==> config.mk <==
export PLATFORM = sky130hd
export DESIGN_NAME = aicd_decoder
export DESIGN_NICKNAME = d
export VERILOG_FILES = /design/src/hw/aicd_pkg.sv /design/src/hw/aicd_decoder.sv
export SDC_FILE = /design/constraint.sdc
export NUM_CORES = 1
export LEC_CHECK = 0
export BUFFER_PORTS_ARGS = -buffer_cell sky130_fd_sc_hd__buf_2
export CAP_MARGIN = 20
export CORE_MARGIN = 8
export CORE_UTILIZATION = 53
export CTS_CLUSTER_DIAMETER = 200
export DETAILED_ROUTE_END_ITERATION = 8
export GPL_TIMING_DRIVEN = 0
export HOLD_SLACK_MARGIN = 0.02
export PLACE_DENSITY = 0.82
export SLEW_MARGIN = 40
export SYNTH_ARGS = -nofsm -noshare
export SYNTH_HDL_FRONTEND = slang
export SYNTH_SLANG_ARGS = --single-unit
==> constraint.sdc <==
create_clock -name mclk_i -period 2.3 [get_ports mclk_i]
set_input_delay 0.575 -clock mclk_i [delete_from_list [all_inputs] [get_ports mclk_i]]
set_output_delay 0.575 -clock mclk_i [all_outputs]
set_load 0.005 [all_outputs]
==> src/hw/aicd_pkg.sv <==
// Purpose: Shared constants for the analog input configuration decoder
// Assumes: 14-bit setup word, 8 analog inputs, 3-bit mux select
// Notes: Field positions follow the setup word layout
package aicd_pkg;
   localparam int WORD_W = 14;
   localparam int CHAN_W = 3;
   localparam int NUM_IN = 8;
   // Setup word field positions
   localparam int BW_BIT = 6;
   localparam int CHAN_LO = 7;
   localparam int CHAN_HI = 9;
   localparam int INCC_LO = 10;
   localparam int INCC_HI = 12;
   // Input configuration codes
   localparam logic [2:0] INCC_SINGLE = 3'h7;
   localparam logic [2:0] INCC_COM_BIP = 3'h2;
   localparam logic [2:0] INCC_COM_UNI = 3'h6;
   localparam logic [1:0] INCC_PAIR_BIP = 2'h0;
   localparam logic [1:0] INCC_PAIR_UNI = 2'h2;
   // Reset: full bandwidth, single-ended, channel 0
   localparam logic [WORD_W-1:0] SETUP_RESET = 14'h1c00;

   typedef enum logic [2:0] {
      AICD_MODE_SINGLE = 3'b000,
      AICD_MODE_COM_BIP = 3'b001,
      AICD_MODE_COM_UNI = 3'b010,
      AICD_MODE_PAIR_BIP = 3'b011,
      AICD_MODE_PAIR_UNI = 3'b100,
      AICD_MODE_RSVD = 3'b101
   } aicd_mode_type;

   typedef enum logic [1:0] {
      AICD_ST_ACQ = 2'b00,
      AICD_ST_CONV = 2'b01
   } aicd_state_type;
endpackage

==> src/hw/aicd_decoder.sv <==
// Purpose: Decode the analog input fields of the setup word into mux controls
// Assumes: Setup word and load strobe come from logic on mclk_i; the trigger pin is external
// Notes: New setup takes effect at the next acquisition; the active set is frozen in conversion
`timescale 1ns/1ps

// Behaviour
// RL1 - One setup bit picks full or quarter filter bandwidth.
// RL2 - Host slows conversion rate to a quarter when quarter bandwidth is chosen.
// RL3 - Code 111: every input single-ended against ground.
// RL4 - Code 010: each input against common input at half reference, bipolar.
// RL5 - Code 110: each input against common input as ground sense, unipolar.
// RL6 - Code 00X: adjacent pairs, bipolar, negative member at half reference.
// RL7 - Code 10X: adjacent pairs, unipolar, negative member as ground sense.
// RL8 - Channel field picks pair; its parity picks the positive member.
// RL9 - During sequencer pair scan, even inputs are always positive.
// RL10 - Bipolar configurations give two's complement results.
// RL11 - Each conversion may use a different input configuration.
// RL12 - Unipolar configurations give straight binary results.
// RL13 - New setup applies from next acquisition, never mid-conversion.
module aicd_decoder #(
   parameter int NUM_INPUTS = aicd_pkg::NUM_IN
) (
   input wire logic mclk_i,
   input wire logic rst_b_i,
   input wire logic [aicd_pkg::WORD_W-1:0] setup_word_i,
   input wire logic setup_load_i,
   input wire logic seq_pair_scan_i,
   input wire logic conversion_trigger_i,
   input wire logic conv_done_i,
   output logic filter_bandwidth_select_o,
   output logic [aicd_pkg::CHAN_W-1:0] positive_input_member_o,
   output logic [aicd_pkg::CHAN_W-1:0] negative_input_member_o,
   output logic neg_is_com_o,
   output logic neg_is_gnd_o,
   output logic bipolar_o,
   output logic twos_comp_o,
   output logic converting_o,
   output logic [2:0] mode_o
);

   if (NUM_INPUTS != 8) begin : g_chk
      $error("aicd_decoder serves exactly eight inputs");
   end

   function automatic aicd_pkg::aicd_mode_type decode_mode(input logic [2:0] cc);
      aicd_pkg::aicd_mode_type m;
      m = aicd_pkg::AICD_MODE_RSVD;
      if (cc == aicd_pkg::INCC_SINGLE) begin
         m = aicd_pkg::AICD_MODE_SINGLE; // [RL3]
      end else if (cc == aicd_pkg::INCC_COM_BIP) begin
         m = aicd_pkg::AICD_MODE_COM_BIP; // [RL4]
      end else if (cc == aicd_pkg::INCC_COM_UNI) begin
         m = aicd_pkg::AICD_MODE_COM_UNI; // [RL5]
      end else if (cc[2:1] == aicd_pkg::INCC_PAIR_BIP) begin
         m = aicd_pkg::AICD_MODE_PAIR_BIP; // [RL6]
      end else if (cc[2:1] == aicd_pkg::INCC_PAIR_UNI) begin
         m = aicd_pkg::AICD_MODE_PAIR_UNI; // [RL7]
      end
      return m;
   endfunction

   function automatic logic mode_is_pair(input aicd_pkg::aicd_mode_type m);
      return (m == aicd_pkg::AICD_MODE_PAIR_BIP) || (m == aicd_pkg::AICD_MODE_PAIR_UNI);
   endfunction

   function automatic logic mode_is_bip(input aicd_pkg::aicd_mode_type m);
      return (m == aicd_pkg::AICD_MODE_PAIR_BIP) || (m == aicd_pkg::AICD_MODE_COM_BIP);
   endfunction

   // Trigger pin synchroniser; the second and third stages feed the rising-edge detect
   logic trig_s1_q, trig_s2_q, trig_s3_q;
   logic trig_rise;

   always_ff @(posedge mclk_i or negedge rst_b_i) begin
      if (!rst_b_i) begin
         trig_s1_q <= 1'b0;
         trig_s2_q <= 1'b0;
         trig_s3_q <= 1'b0;
      end else begin
         trig_s1_q <= conversion_trigger_i;
         trig_s2_q <= trig_s1_q;
         trig_s3_q <= trig_s2_q;
      end
   end

   assign trig_rise = trig_s2_q && !trig_s3_q;

   // Pending word holds the host's latest write until the next acquisition
   logic [aicd_pkg::WORD_W-1:0] pend_q, pend_d;
   logic [aicd_pkg::WORD_W-1:0] act_q, act_d;
   logic seqp_q, seqp_d;
   aicd_pkg::aicd_state_type st_q, st_d;

   always_comb begin
      pend_d = pend_q;
      act_d = act_q;
      seqp_d = seqp_q;
      st_d = st_q;
      if (setup_load_i) begin
         pend_d = setup_word_i; // [RL11]
      end
      case (st_q)
         aicd_pkg::AICD_ST_ACQ: begin
            // Acquisition: latest setup drives the mux so the input settles
            act_d = setup_load_i ? setup_word_i : pend_q; // [RL13]
            seqp_d = seq_pair_scan_i;
            if (trig_rise) begin
               st_d = aicd_pkg::AICD_ST_CONV;
            end
         end
         aicd_pkg::AICD_ST_CONV: begin
            // Frozen: a write here waits in pend_q
            if (conv_done_i) begin
               st_d = aicd_pkg::AICD_ST_ACQ; // [RL13]
            end
         end
         default: begin
            st_d = aicd_pkg::AICD_ST_ACQ;
         end
      endcase
   end

   always_ff @(posedge mclk_i or negedge rst_b_i) begin
      if (!rst_b_i) begin
         pend_q <= aicd_pkg::SETUP_RESET;
         act_q <= aicd_pkg::SETUP_RESET;
         seqp_q <= 1'b0;
         st_q <= aicd_pkg::AICD_ST_ACQ;
      end else begin
         pend_q <= pend_d;
         act_q <= act_d;
         seqp_q <= seqp_d;
         st_q <= st_d;
      end
   end

   // Output decode of the active word, registered
   aicd_pkg::aicd_mode_type mode_a;
   logic [aicd_pkg::CHAN_W-1:0] chan_a;
   logic [aicd_pkg::CHAN_W-1:0] pos_d, neg_d;
   logic pair_a, bip_a;
   logic bw_d, com_d, gnd_d, conv_d;

   always_comb begin
      mode_a = decode_mode(act_q[aicd_pkg::INCC_HI:aicd_pkg::INCC_LO]);
      chan_a = act_q[aicd_pkg::CHAN_HI:aicd_pkg::CHAN_LO];
      pair_a = mode_is_pair(mode_a);
      bip_a = mode_is_bip(mode_a); // [RL10] [RL12]
      bw_d = act_q[aicd_pkg::BW_BIT]; // [RL1]
      // Busy follows the state's next value so converting_o rises and falls with st_q, not a cycle later
      conv_d = (st_d == aicd_pkg::AICD_ST_CONV);
      pos_d = chan_a;
      neg_d = chan_a;
      com_d = 1'b0;
      gnd_d = 1'b0;
      if (pair_a) begin
         // Pair partner is the other input of the even/odd pair
         if (seqp_q) begin
            pos_d = {chan_a[2:1], 1'b0}; // [RL9]
         end else begin
            pos_d = chan_a; // [RL8]
         end
         neg_d = {pos_d[2:1], ~pos_d[0]}; // [RL8]
      end else if (mode_a == aicd_pkg::AICD_MODE_SINGLE) begin
         gnd_d = 1'b1; // [RL3]
      end else begin
         com_d = 1'b1; // [RL4] [RL5]
      end
   end

   logic bw_q, com_q, gnd_q, bip_q, conv_q;
   logic [aicd_pkg::CHAN_W-1:0] pos_q, neg_q;
   logic [2:0] mode_q;

   always_ff @(posedge mclk_i or negedge rst_b_i) begin
      if (!rst_b_i) begin
         bw_q <= 1'b0;
         com_q <= 1'b0;
         gnd_q <= 1'b1;
         bip_q <= 1'b0;
         conv_q <= 1'b0;
         pos_q <= '0;
         neg_q <= '0;
         mode_q <= 3'h0;
      end else begin
         bw_q <= bw_d;
         com_q <= com_d;
         gnd_q <= gnd_d;
         bip_q <= bip_a;
         conv_q <= conv_d;
         pos_q <= pos_d;
         neg_q <= neg_d;
         mode_q <= mode_a;
      end
   end

   assign filter_bandwidth_select_o = bw_q;
   assign positive_input_member_o = pos_q;
   assign negative_input_member_o = neg_q;
   assign neg_is_com_o = com_q;
   assign neg_is_gnd_o = gnd_q;
   assign bipolar_o = bip_q;
   assign twos_comp_o = bip_q;
   assign converting_o = conv_q;
   assign mode_o = mode_q;

   // Checks
   localparam int CONV_MAX = 8;

   mode_bip_fmt_a: assert property (@(posedge mclk_i) disable iff (!rst_b_i) // [RL10]
      (mode_o == 3'b001 || mode_o == 3'b011) |-> twos_comp_o)
      else $error("bipolar mode without twos complement");
   mode_uni_fmt_a: assert property (@(posedge mclk_i) disable iff (!rst_b_i) // [RL12]
      (mode_o == 3'b000 || mode_o == 3'b010 || mode_o == 3'b100) |-> !twos_comp_o)
      else $error("unipolar mode not straight binary");
   single_gnd_a: assert property (@(posedge mclk_i) disable iff (!rst_b_i) // [RL3]
      (mode_o == 3'b000) |-> (neg_is_gnd_o && !neg_is_com_o))
      else $error("single-ended not against ground");
   com_mode_a: assert property (@(posedge mclk_i) disable iff (!rst_b_i) // [RL4]
      (mode_o == 3'b001 || mode_o == 3'b010) |-> (neg_is_com_o && !neg_is_gnd_o))
      else $error("common mode not against common input");
   pair_neg_a: assert property (@(posedge mclk_i) disable iff (!rst_b_i) // [RL8]
      (mode_o == 3'b011 || mode_o == 3'b100)
      |-> (negative_input_member_o == (positive_input_member_o ^ 3'h1)))
      else $error("pair negative member wrong");
   seq_even_a: assert property (@(posedge mclk_i) disable iff (!rst_b_i) // [RL9]
      (seqp_q && $stable(act_q)
      && mode_is_pair(decode_mode(act_q[aicd_pkg::INCC_HI:aicd_pkg::INCC_LO])))
      |=> !positive_input_member_o[0])
      else $error("sequencer pair not even positive");
   bw_follow_a: assert property (@(posedge mclk_i) disable iff (!rst_b_i) // [RL1]
      1'b1 |=> (filter_bandwidth_select_o == $past(act_q[aicd_pkg::BW_BIT])))
      else $error("bandwidth output lags active word");
   conv_freeze_a: assert property (@(posedge mclk_i) disable iff (!rst_b_i) // [RL13]
      (st_q == aicd_pkg::AICD_ST_CONV) |=> (act_q == $past(act_q)))
      else $error("active setup changed mid-conversion");
   trig_start_a: assert property (@(posedge mclk_i) disable iff (!rst_b_i) // [RL13]
      (st_q == aicd_pkg::AICD_ST_ACQ && trig_rise) |=> converting_o)
      else $error("conversion did not start");

   // Paired mode without the sequencer keeps the host's channel as positive
   pair_pos_a: assert property (@(posedge mclk_i) disable iff (!rst_b_i) // [RL8]
      (!seqp_q && mode_is_pair(decode_mode(act_q[aicd_pkg::INCC_HI:aicd_pkg::INCC_LO])))
      |=> (positive_input_member_o == $past(act_q[aicd_pkg::CHAN_HI:aicd_pkg::CHAN_LO])))
      else $error("pair positive member wrong");

   bip_mode_a: assert property (@(posedge mclk_i) disable iff (!rst_b_i) // [RL10]
      bipolar_o |-> (mode_o == aicd_pkg::AICD_MODE_COM_BIP
      || mode_o == aicd_pkg::AICD_MODE_PAIR_BIP))
      else $error("bipolar flag outside bipolar modes");

   conv_end_a: assert property (@(posedge mclk_i) disable iff (!rst_b_i) // [RL13]
      (st_q == aicd_pkg::AICD_ST_CONV && conv_done_i) |=> !converting_o)
      else $error("conversion did not end");

   // A second trigger while busy must not disturb the running conversion
   conv_hold_a: assert property (@(posedge mclk_i) disable iff (!rst_b_i) // [RL13]
      (st_q == aicd_pkg::AICD_ST_CONV && !conv_done_i) |=> converting_o)
      else $error("conversion dropped early");

   acq_load_a: assert property (@(posedge mclk_i) disable iff (!rst_b_i) // [RL11]
      (st_q == aicd_pkg::AICD_ST_ACQ && setup_load_i) |=> (act_q == $past(setup_word_i)))
      else $error("acquisition load not applied");

   pend_keep_a: assert property (@(posedge mclk_i) disable iff (!rst_b_i) // [RL13]
      (st_q == aicd_pkg::AICD_ST_CONV && setup_load_i) |=> (pend_q == $past(setup_word_i)))
      else $error("mid-conversion load lost");

   pair_bip_a: assert property (@(posedge mclk_i) disable iff (!rst_b_i) // [RL6]
      (act_q[aicd_pkg::INCC_HI:aicd_pkg::INCC_HI-1] == aicd_pkg::INCC_PAIR_BIP)
      |=> (mode_o == aicd_pkg::AICD_MODE_PAIR_BIP && bipolar_o))
      else $error("bipolar pair not decoded");

   pair_uni_a: assert property (@(posedge mclk_i) disable iff (!rst_b_i) // [RL7]
      (act_q[aicd_pkg::INCC_HI:aicd_pkg::INCC_HI-1] == aicd_pkg::INCC_PAIR_UNI)
      |=> (mode_o == aicd_pkg::AICD_MODE_PAIR_UNI && !bipolar_o))
      else $error("unipolar pair not decoded");

   com_uni_a: assert property (@(posedge mclk_i) disable iff (!rst_b_i) // [RL5]
      (act_q[aicd_pkg::INCC_HI:aicd_pkg::INCC_LO] == aicd_pkg::INCC_COM_UNI)
      |=> (neg_is_com_o && !bipolar_o))
      else $error("unipolar common input not decoded");

   com_bip_a: assert property (@(posedge mclk_i) disable iff (!rst_b_i) // [RL4]
      (act_q[aicd_pkg::INCC_HI:aicd_pkg::INCC_LO] == aicd_pkg::INCC_COM_BIP)
      |=> (neg_is_com_o && bipolar_o))
      else $error("bipolar common input not decoded");

   cov_seq_scan_c: cover property (@(posedge mclk_i) disable iff (!rst_b_i)
      seqp_q && (mode_o == aicd_pkg::AICD_MODE_PAIR_UNI));

   cov_pair_odd_c: cover property (@(posedge mclk_i) disable iff (!rst_b_i)
      (mode_o == 3'b011) && positive_input_member_o[0]);
   cov_load_conv_c: cover property (@(posedge mclk_i) disable iff (!rst_b_i)
      (st_q == aicd_pkg::AICD_ST_CONV) && setup_load_i);
   cov_mode_switch_c: cover property (@(posedge mclk_i) disable iff (!rst_b_i)
      (mode_o == 3'b000) ##[1:CONV_MAX] (mode_o == 3'b001));
   cov_quarter_c: cover property (@(posedge mclk_i) disable iff (!rst_b_i)
      filter_bandwidth_select_o && converting_o);

endmodule

==> results of run 1 <==
[logic make-up after synthesis]
logic type | count (synthesis) | share of synthesized area (%)
buf+inv | 9 | 5.166
compound gates | 8 | 3.445
other cells | 1 | 0.3226
simple gates | 7 | 4.307
mux | 15 | 17.12
flops | 32 | 69.65
[stage by stage]
stage | area [sq um] | hold WS [ps] | std cells | total power, mW | util (%)
floorplan | 1162 | 279.4 | 72 | 0.8103 | -
global placement | 1328 | 332.8 | 126 | 0.8908 | 61.79
detailed placement | 1328 | 341.0 | 126 | 0.9053 | 61.79
CTS | 1386 | 293.3 | 134 | 1.223 | 64.53
global route | 1386 | 320.7 | 134 | 1.276 | 64.53
finish | 1386 | 279.7 | 134 | 1.209 | 64.53
[metal layers]
layer / global-route usage (%) / vias up / wire length, um
li1: - / 301 / -
met2: 15.65 / 21 / 949
met4: 5.128 / 0 / 21
met1: 9.002 / 315 / 715
met3: 5.914 / 4 / 160
met5: 0 / - / 0
[power breakdown]
part | switching, mW | leakage (nW) | internal (mW) | total [mW]
Clock | 0.168 | 0.0326 | 0.151 | 0.319
Sequential | 0.0364 | 0.372 | 0.656 | 0.693
Combinational | 0.0841 | 0.277 | 0.113 | 0.198
[cells in the final DEF (no fill, tap or decap), drive strengths merged]
cell type  synthesis  layout
or2                1       1
dfrtp             25      25
conb               1       1
nor3b              1       1
mux2              15      15
buf                5      31
nand2b             1       1
or3b               1       1
and3               1       1
dfstp              7       7
clkbuf             1       9
inv                3       3
o21ai              2       2
nand3b             2       2
a21oi              6       6
[registers in the layout, summed over array words and instances, names as in the netlist]
signal / flops
act_q: 7
pend_q: 7
mode_o: 3
negative_input_member_o: 3
st_q: 2
bipolar_o: 1
converting_o: 1
filter_bandwidth_select_o: 1
neg_is_com_o: 1
neg_is_gnd_o: 1
positive_input_member_o: 1
seqp_q: 1
trig_s1_q: 1
trig_s2_q: 1
trig_s3_q: 1
[final timing paths]
path / start / endpoint / cells past startpoint
worst min-delay path: rst_b_i / neg_is_com_o / 1
min in group mclk_i: conversion_trigger_i / trig_s1_q / 1
worst max-delay path: neg_is_gnd_o / neg_is_gnd_o / 1
worst max register to register: st_q[0] / seqp_q / 3
worst min register to register: trig_s1_q / trig_s2_q / 0
max in group asynchronous: rst_b_i / act_q[6] / 1
[area by class of cell]
cell class | count | area [sq um] | area share, %
multi-input cells | 31 | 292.8 | 21.12
clock buffers | 8 | 58.81 | 4.242
repair buffers | 26 | 130.1 | 9.386
inverters | 3 | 11.26 | 0.8123
well taps | 28 | 35.03 | 2.527
flip-flops and latches | 32 | 809.5 | 58.39
plain buffers | 6 | 48.80 | 3.520
==> reports/metrics.yaml, run 1 <==
pwr:
  cellLeakagePower_nw: 0.6807
  ir_drop_mv: 0.5057
  powerDensity_mw_per_mm2: 872.2
die:
  start_util_pct: 54.11
  ioPinCount: 35
  die_width_um: 62.83
  coreArea_sq_mm: 0.002148
  die-area_sq_mm: 0.003948
  rows: 17
  die_h_um: 62.83
run_status:
  status: "complete, no violations"
placed_design:
  pre_cts_ws_ps: 885.0
  io_buffers: 26
  place_congestion: 0.7778
  place_hpwl_um: 1316
routing:
  drt-wirelength-per-cell_um: 13.78
  ant_nets: 0
  drc: 0
  viasPerCell: 4.784
  dr.pass1.iters: 2
  totalWireLength_um: 1847
  vias: 641
  drt_iter0_drc: 6
layout:
  fillers: 157
  nets: 125
  antenna_cells: 0
  syn2layout_area_growth_pct: 19.27
  drive_above_1_share_pct: 56.60
timing:
  setup_slack_ps: 789.2
  clock_skew_ps: 9.689
  fin_crit_ps: 1511
  relSlewSlack_pct: 55.89
  rsz0062_at_grt: "no"
  period_share_pct: 65.69
  finalHoldViolCount: 0
  finalSetupViolCount: 0
  fin_tns_setup_ps: 0
  fmax_mhz: 661.9
  drv_slew: 0
  tightest_slew_ps: 661.6
yosys:
  yosys_warnings: 0
  synth_area_leaders: "dfrtp_1 54%, dfstp_2 16%, mux2_4 10%"
  synth_area_per_cell_sq_um: 16.14
  async_flop_share_pct: 100.0
  synth_top_area_share_pct: 53.82
  synth_cell_types: 17
  syn-num-nets: 92
  synth_flop_cell: "dfrtp_1"
  synth_most_common_cell: "dfrtp_1"
  seq_area_frac_synth_pct: 69.64
  synth_seq_cells: 32
  synth_top_area_cell: "dfrtp_1"
  synth_enable_flop_cells: 0
  synthesis.area_sq_mm: 0.001162
  synthCells: 72
  synth_commonest_cells: "25 x dfrtp_1, 8 x mux2_4, 7 x dfstp_2, 7 x mux2_2, 6 x a21oi_1"
setup_path:
  crit_buf_inv: 1
  crit_type: "reg -> out"
  cp.arrival_ps: 940
  setup.worst_path.start_class: "flip-flop"
  path_max_fanout: 1
  worstSetupEndpointType: "primary output"
  crit_family: "flip-flops"
  critical_path_required_ps: 1730
  cp_cell_sequence: "buf_2"
  reg2reg_slack_ps: 1120
  cpPeakStageDelay_ps: 520
  slowest_stage: "dfstp_2"
clocking:
  cts_buffer_depth: 2
  postCtsHoldBufs: 0
  cts.sinks: 32
  postCtsSetupBuffers: 0
  cts_buffers: 5
  h-tree-depth: 2
  clock_latency_ps: 320
  cts-root-buf: "clkbuf_4"
  path_clk_slew_ps: 90
  postCtsResizedCells: 0
  cts_tree: "built"
flow_run:
  maxCapViolations: 0
global_routing:
  overflow: 0
  grt_pass1_wl_um: 2987
  grt_pass1_vias: 685
  grt_max_degree: 33
  grt_usage_pct: 9.529
  antenna_found_initial: 0
worst_hold_path:
  hold_class: "in -> async"
Note: power is estimated with default switching activity, not from simulation.
==> run 2, diff against run 1 <==
--- a/config.mk
+++ b/config.mk
@@ -8,12 +8,12 @@
 export BUFFER_PORTS_ARGS = -buffer_cell sky130_fd_sc_hd__buf_2
 export CAP_MARGIN = 20
 export CORE_MARGIN = 8
-export CORE_UTILIZATION = 53
+export CORE_UTILIZATION = 44
 export CTS_CLUSTER_DIAMETER = 200
 export DETAILED_ROUTE_END_ITERATION = 8
 export GPL_TIMING_DRIVEN = 0
 export HOLD_SLACK_MARGIN = 0.02
-export PLACE_DENSITY = 0.82
+export PLACE_DENSITY = 0.73
 export SLEW_MARGIN = 40
 export SYNTH_ARGS = -nofsm -noshare
 export SYNTH_HDL_FRONTEND = slang
==> constraint.sdc (replaced) <==
create_clock -name mclk_i -period 1.25 [get_ports mclk_i]
set_input_delay 0.3125 -clock mclk_i [delete_from_list [all_inputs] [get_ports mclk_i]]
set_output_delay 0.3125 -clock mclk_i [all_outputs]
set_load 0.005 [all_outputs]
==> reports/metrics.yaml, run 2 (synthesized netlist as in run 1, its figures left out) <==
run_status:
  status: "finished with violations"  # was complete, no violations
  violations: "setup timing"
placed_design:
  io_buffers: 26  # unchanged
  place_congestion: 0.6020  # was 0.7778
  pre_cts_ws_ps: 71.23  # was 885.0 ps
  placed_area_sq_mm: 0.001330  # was 0.001328 sq mm
timing:
  finalHoldViolCount: 0  # unchanged
  clock_skew_ps: 17.51  # was 9.689 ps
  tightest_slew_ps: 666.1  # was 661.6 ps
  fin_crit_ps: 1289
  setup_slack_ps: -39.12  # was 789.2 ps
  finalSetupViolCount: 1  # was 0
  fmax_mhz: 775.7
  rsz0062_at_grt: "yes"  # was no
  drv_slew: 0  # unchanged
  holdWs_ps: 85.10  # was 279.7 ps
  relSlewSlack_pct: 55.59  # was 55.89%
  period_share_pct: 103.1
clocking:
  cts_tree: "built"  # unchanged
  h-tree-depth: 2  # unchanged
  cts-root-buf: "clkbuf_4"  # unchanged
  cts_buffers: 5  # unchanged
  postCtsSetupBuffers: 0  # unchanged
  clock_latency_ps: 340  # was 320 ps
  cts.sinks: 32  # unchanged
  cts_buffer_depth: 2  # unchanged
  path_clk_slew_ps: 120  # was 90 ps
layout:
  final_common_cell: "dfrtp_1"  # was buf_2
  antenna_cells: 0  # unchanged
  syn2layout_area_growth_pct: 21.53  # was 19.27%
  layout_common_cells: "25 x dfrtp_1, 23 x buf_2, 8 x mux2_4, 7 x mux2_2, 7 x dfstp_2"  # was 26 x buf_2, 25 x dfrtp_1, 8 x mux2_4, 7 x mux2_2, 7 x dfstp_2
  design_area_sq_mm: 0.001413  # was 0.001386 sq mm
  nets: 122  # was 125
  drive_above_1_share_pct: 57.28  # was 56.60%
  reg.largest.list: "act_q: 7 flops, pend_q: 7 flops"  # unchanged
die:
  ioPinCount: 35  # unchanged
  die_width_um: 67.40  # was 62.83 um
  start_util_pct: 46.50  # was 54.11%
  coreArea_sq_mm: 0.002500  # was 0.002148 sq mm
  die_h_um: 67.40  # was 62.83 um
  rows: 18  # was 17
  die-area_sq_mm: 0.004542  # was 0.003948 sq mm
pwr:
  powerDensity_mw_per_mm2: 1711  # was 872.2 mW/mm^2
  ir_drop_mv: 1.602  # was 0.5057 mV
  cellLeakagePower_nw: 0.6825  # was 0.6807 nW
  finalPower_mw: 2.417  # was 1.209 mW
worst_hold_path:
  hold_class: "in -> reg"  # was in -> async
  hold_end: "trig_s1_q"
  hold_depth: 1
  min_from: "conversion_trigger_i"
setup_path:
  crit_buf_inv: 1  # unchanged
  reg2reg_depth: 3  # unchanged
  crit_type: "reg -> out"  # unchanged
  path_max_fanout: 1  # unchanged
  worstSetupEndpointType: "primary output"  # unchanged
  setup.worst_path.start_class: "flip-flop"  # unchanged
  timing.rr.start: "st_q[0]"  # unchanged
  cp_cell_sequence: "buf_6"  # was buf_2
  cp.arrival_ps: 980  # was 940 ps
  reg2reg_slack_ps: 80  # was 1120 ps
  critical_path_required_ps: 940  # was 1730 ps
  cpPeakStageDelay_ps: 550  # was 520 ps
  timing.rr.end: "act_q[9]"  # was seqp_q
  crit_family: "flip-flops"  # unchanged
  slowest_stage: "dfstp_2"  # unchanged
routing:
  ant_nets: 0  # unchanged
  totalWireLength_um: 1877  # was 1847 um
  drt_iter0_drc: 8  # was 6
  vias: 629  # was 641
  viasPerCell: 4.729  # was 4.784
  drt-wirelength-per-cell_um: 14.11  # was 13.78 um
  dr.pass1.iters: 2  # unchanged
  drc: 0  # unchanged
flow_run:
  maxCapViolations: 0  # unchanged
global_routing:
  grt_pass1_wl_um: 3208  # was 2987 um
  antenna_found_initial: 0  # unchanged
  grt_pass1_vias: 695  # was 685
  grt_max_degree: 33  # unchanged
  grt_usage_pct: 9.955  # was 9.529%
  overflow: 0  # unchanged
run 2: cell count changes in the layout (fill, tap and decap cells not counted), sizes merged:
cell,previous run,this run
clkbuf,9,5
clkinv,0,1
bufinv,0,1
buf,31,28
dlygate4sd3,0,1
clkinvlp,0,1
run 2: through the flow:
step	utilization, %	cells	TNS [ps]
6_report	56.51	133	-39.12
3_3_place_gp	53.20	128	0
3_5_place_dp	53.20	128	0
5_1_grt	56.51	133	-84.13
2_1_floorplan	-	72	0
4_1_cts	56.66	134	-64.53
run 2: final cells by class:
type	instances	area (sq um)
clock buffers	5	37.54
inverters	3	11.26
multi-input cells	31	292.8
fillers	214	1087
flip-flops and latches	32	809.5
well taps	30	37.54
repair buffers	27	158.9
plain buffers	2	22.52
clock inverters	3	42.54
run 2: per-layer routing:
layer	track usage, %	routed length [um]
met1	10.19	765
met2	15.17	870
met3	6.126	194
met4	6.266	47
met5	0	0
run 2: power by group:
part           switching (mW)  leakage (nW)  internal (mW)
Combinational           0.133         0.270          0.206
Clock                   0.373        0.0412          0.417
Sequential             0.0795         0.372           1.21
run 2: worst max path at each step:
stage	start	end	slack [ps]	cells after the start
6_report	neg_is_gnd_o	neg_is_gnd_o	-40	1
5_1_grt	neg_is_gnd_o	neg_is_gnd_o	-80	1
4_1_cts	neg_is_gnd_o	neg_is_gnd_o	-60	1
3_5_place_dp	st_q[0]	seqp_q	70	3
3_3_place_gp	st_q[0]	seqp_q	90	3
2_1_floorplan	st_q[0]	seqp_q	120	3
run 2: timing repair:
| action | 4_1_cts | 5_1_grt |
|---|---|---|
| endpoints found under the hold margin | 25 | 0 |
| endpoints found under the setup margin | 4 | 5 |
| hold buffers | 1 | 0 |
| gates resized for setup | 3 | 0 |
==> run 3, diff against run 2 <==
--- a/config.mk
+++ b/config.mk
@@ -14,6 +14,7 @@
 export GPL_TIMING_DRIVEN = 0
 export HOLD_SLACK_MARGIN = 0.02
 export PLACE_DENSITY = 0.73
+export REMOVE_ABC_BUFFERS = 1
 export SLEW_MARGIN = 40
 export SYNTH_ARGS = -nofsm -noshare
 export SYNTH_HDL_FRONTEND = slang
==> reports/metrics.yaml, run 3 (synthesized netlist as in run 1, its figures left out) <==
timing:
  rsz0062_at_grt: "yes"  # unchanged
  setup_slack_ps: -20.53  # was -39.12 ps
  drv_slew: 0  # unchanged
  finalHoldViolCount: 0  # unchanged
  finalSetupViolCount: 1  # unchanged
  clock_skew_ps: 8.339  # was 17.51 ps
  holdWs_ps: 92.41  # was 85.10 ps
  fmax_mhz: 787.1  # was 775.7 MHz
  fin_crit_ps: 1271  # was 1289 ps
  relSlewSlack_pct: 56.28  # was 55.59%
  tightest_slew_ps: 655.8  # was 666.1 ps
  fin_tns_setup_ps: -20.53  # was -39.12 ps
  period_share_pct: 101.6  # was 103.1%
die:
  die_h_um: 67.40  # unchanged
  coreArea_sq_mm: 0.002500  # unchanged
  rows: 18  # unchanged
  die_width_um: 67.40  # unchanged
  die-area_sq_mm: 0.004542  # unchanged
  start_util_pct: 46.50  # unchanged
  ioPinCount: 35  # unchanged
routing:
  drc: 0  # unchanged
  totalWireLength_um: 1753  # was 1877 um
  viasPerCell: 4.750  # was 4.729
  ant_nets: 0  # unchanged
  drt-wirelength-per-cell_um: 13.28  # was 14.11 um
  drt_iter0_drc: 2  # was 8
  dr.pass1.iters: 2  # unchanged
  vias: 627  # was 629
placed_design:
  io_buffers: 27  # was 26
  placed_area_sq_mm: 0.001286  # was 0.001330 sq mm
  pre_cts_ws_ps: -8.345  # was 71.23 ps
  placed_cells: 123  # was 128
  place_hpwl_um: 1218
  place_congestion: 0.6536  # was 0.6020
clocking:
  cts_tree: "built"  # unchanged
  cts.sinks: 32  # unchanged
  cts_buffers: 5  # unchanged
  cts-root-buf: "clkbuf_4"  # unchanged
  path_clk_slew_ps: 110  # was 120 ps
  cts_buffer_depth: 2  # unchanged
  clock_latency_ps: 330  # was 340 ps
  postCtsSetupBuffers: 0  # unchanged
  h-tree-depth: 2  # unchanged
setup_path:
  path_max_fanout: 1  # unchanged
  cp.arrival_ps: 960  # was 980 ps
  critical_path_required_ps: 940  # about the same
  crit_family: "flip-flops"  # unchanged
  crit_buf_inv: 1  # unchanged
  cp_cell_sequence: "buf_6"  # unchanged
  crit_type: "reg -> out"  # unchanged
  worstSetupEndpointType: "primary output"  # unchanged
  cpPeakStageDelay_ps: 540  # was 550 ps
  slowest_stage: "dfstp_2"  # unchanged
  setup.worst_path.start_class: "flip-flop"  # unchanged
layout:
  drive_above_1_share_pct: 57.84  # was 57.28%
  antenna_cells: 0  # unchanged
  reg.largest.list: "act_q: 7 flops, pend_q: 7 flops"  # unchanged
  final_cells: 132  # was 133
  layout_common_cells: "26 x buf_2, 25 x dfrtp_1, 8 x mux2_4, 7 x mux2_2, 7 x dfstp_2"  # was 25 x dfrtp_1, 23 x buf_2, 8 x mux2_4, 7 x mux2_2, 7 x dfstp_2
  final_common_cell: "buf_2"  # was dfrtp_1
  syn2layout_area_growth_pct: 19.16  # was 21.53%
  fin_util_pct: 55.41  # was 56.51%
  nets: 121  # was 122
  design_area_sq_mm: 0.001385  # was 0.001413 sq mm
global_routing:
  grt_usage_pct: 8.815  # was 9.955%
  antenna_found_initial: 0  # unchanged
  grt_max_degree: 33  # unchanged
  grt_pass1_vias: 653  # was 695
  grt_pass1_wl_um: 2849  # was 3208 um
  overflow: 0  # unchanged
flow_run:
  maxCapViolations: 0  # unchanged
run_status:
  status: "finished with violations"  # unchanged
  violations: "setup timing"  # unchanged
pwr:
  cellLeakagePower_nw: 0.6718  # was 0.6825 nW
  powerDensity_mw_per_mm2: 1715  # was 1711 mW/mm^2
  finalPower_mw: 2.376  # was 2.417 mW
  ir_drop_mv: 1.290  # was 1.602 mV
worst_hold_path:
  hold_class: "in -> reg"  # unchanged
run 3: routing by layer:
layer | vias to the layer above | routed length [um] | GRT usage [%]
met1 | 303 | 756 | 9.375
met3 | 4 | 166 | 6.126
li1 | 295 | - | -
met2 | 25 | 793 | 12.54
met4 | 0 | 37 | 5.483
met5 | - | 0 | 0
run 3: cell type report:
| class | count | area, sq um |
|---|---|---|
| clock buffer | 5 | 37.54 |
| clock inverter | 3 | 42.54 |
| fill | 209 | 1115 |
| inverter | 3 | 11.26 |
| multi-input combinational | 31 | 295.3 |
| sequential | 32 | 809.5 |
| tap | 30 | 37.54 |
| timing repair buffer | 28 | 151.4 |
run 3: worst paths after layout:
kind                                      start      endpoint  slack, ps  cells past startpoint
max reg2reg                             st_q[0]        seqp_q        120                      2
max in group asynchronous               rst_b_i      act_q[9]        290                      2
min                        conversion_trigger_i     trig_s1_q         90                      1
max                                neg_is_gnd_o  neg_is_gnd_o        -20                      1
min reg2reg                           trig_s1_q     trig_s2_q        360                      0
min in group asynchronous               rst_b_i      act_q[8]        530                      2
run 3: where the power goes:
part | switching (mW) | total [mW] | internal (mW)
clock | 0.355 | 0.772 | 0.417
sequential | 0.0783 | 1.29 | 1.21
combinational | 0.131 | 0.317 | 0.187
run 3: timing repair:
item                                    in CTS  in global routing
pin swaps                                    0                  0
gates resized for setup                      1                  1
gates cloned                                 0                  0
endpoints found under the setup margin       1                  6
endpoints found under the hold margin       18                  0
hold buffers                                 1                  0
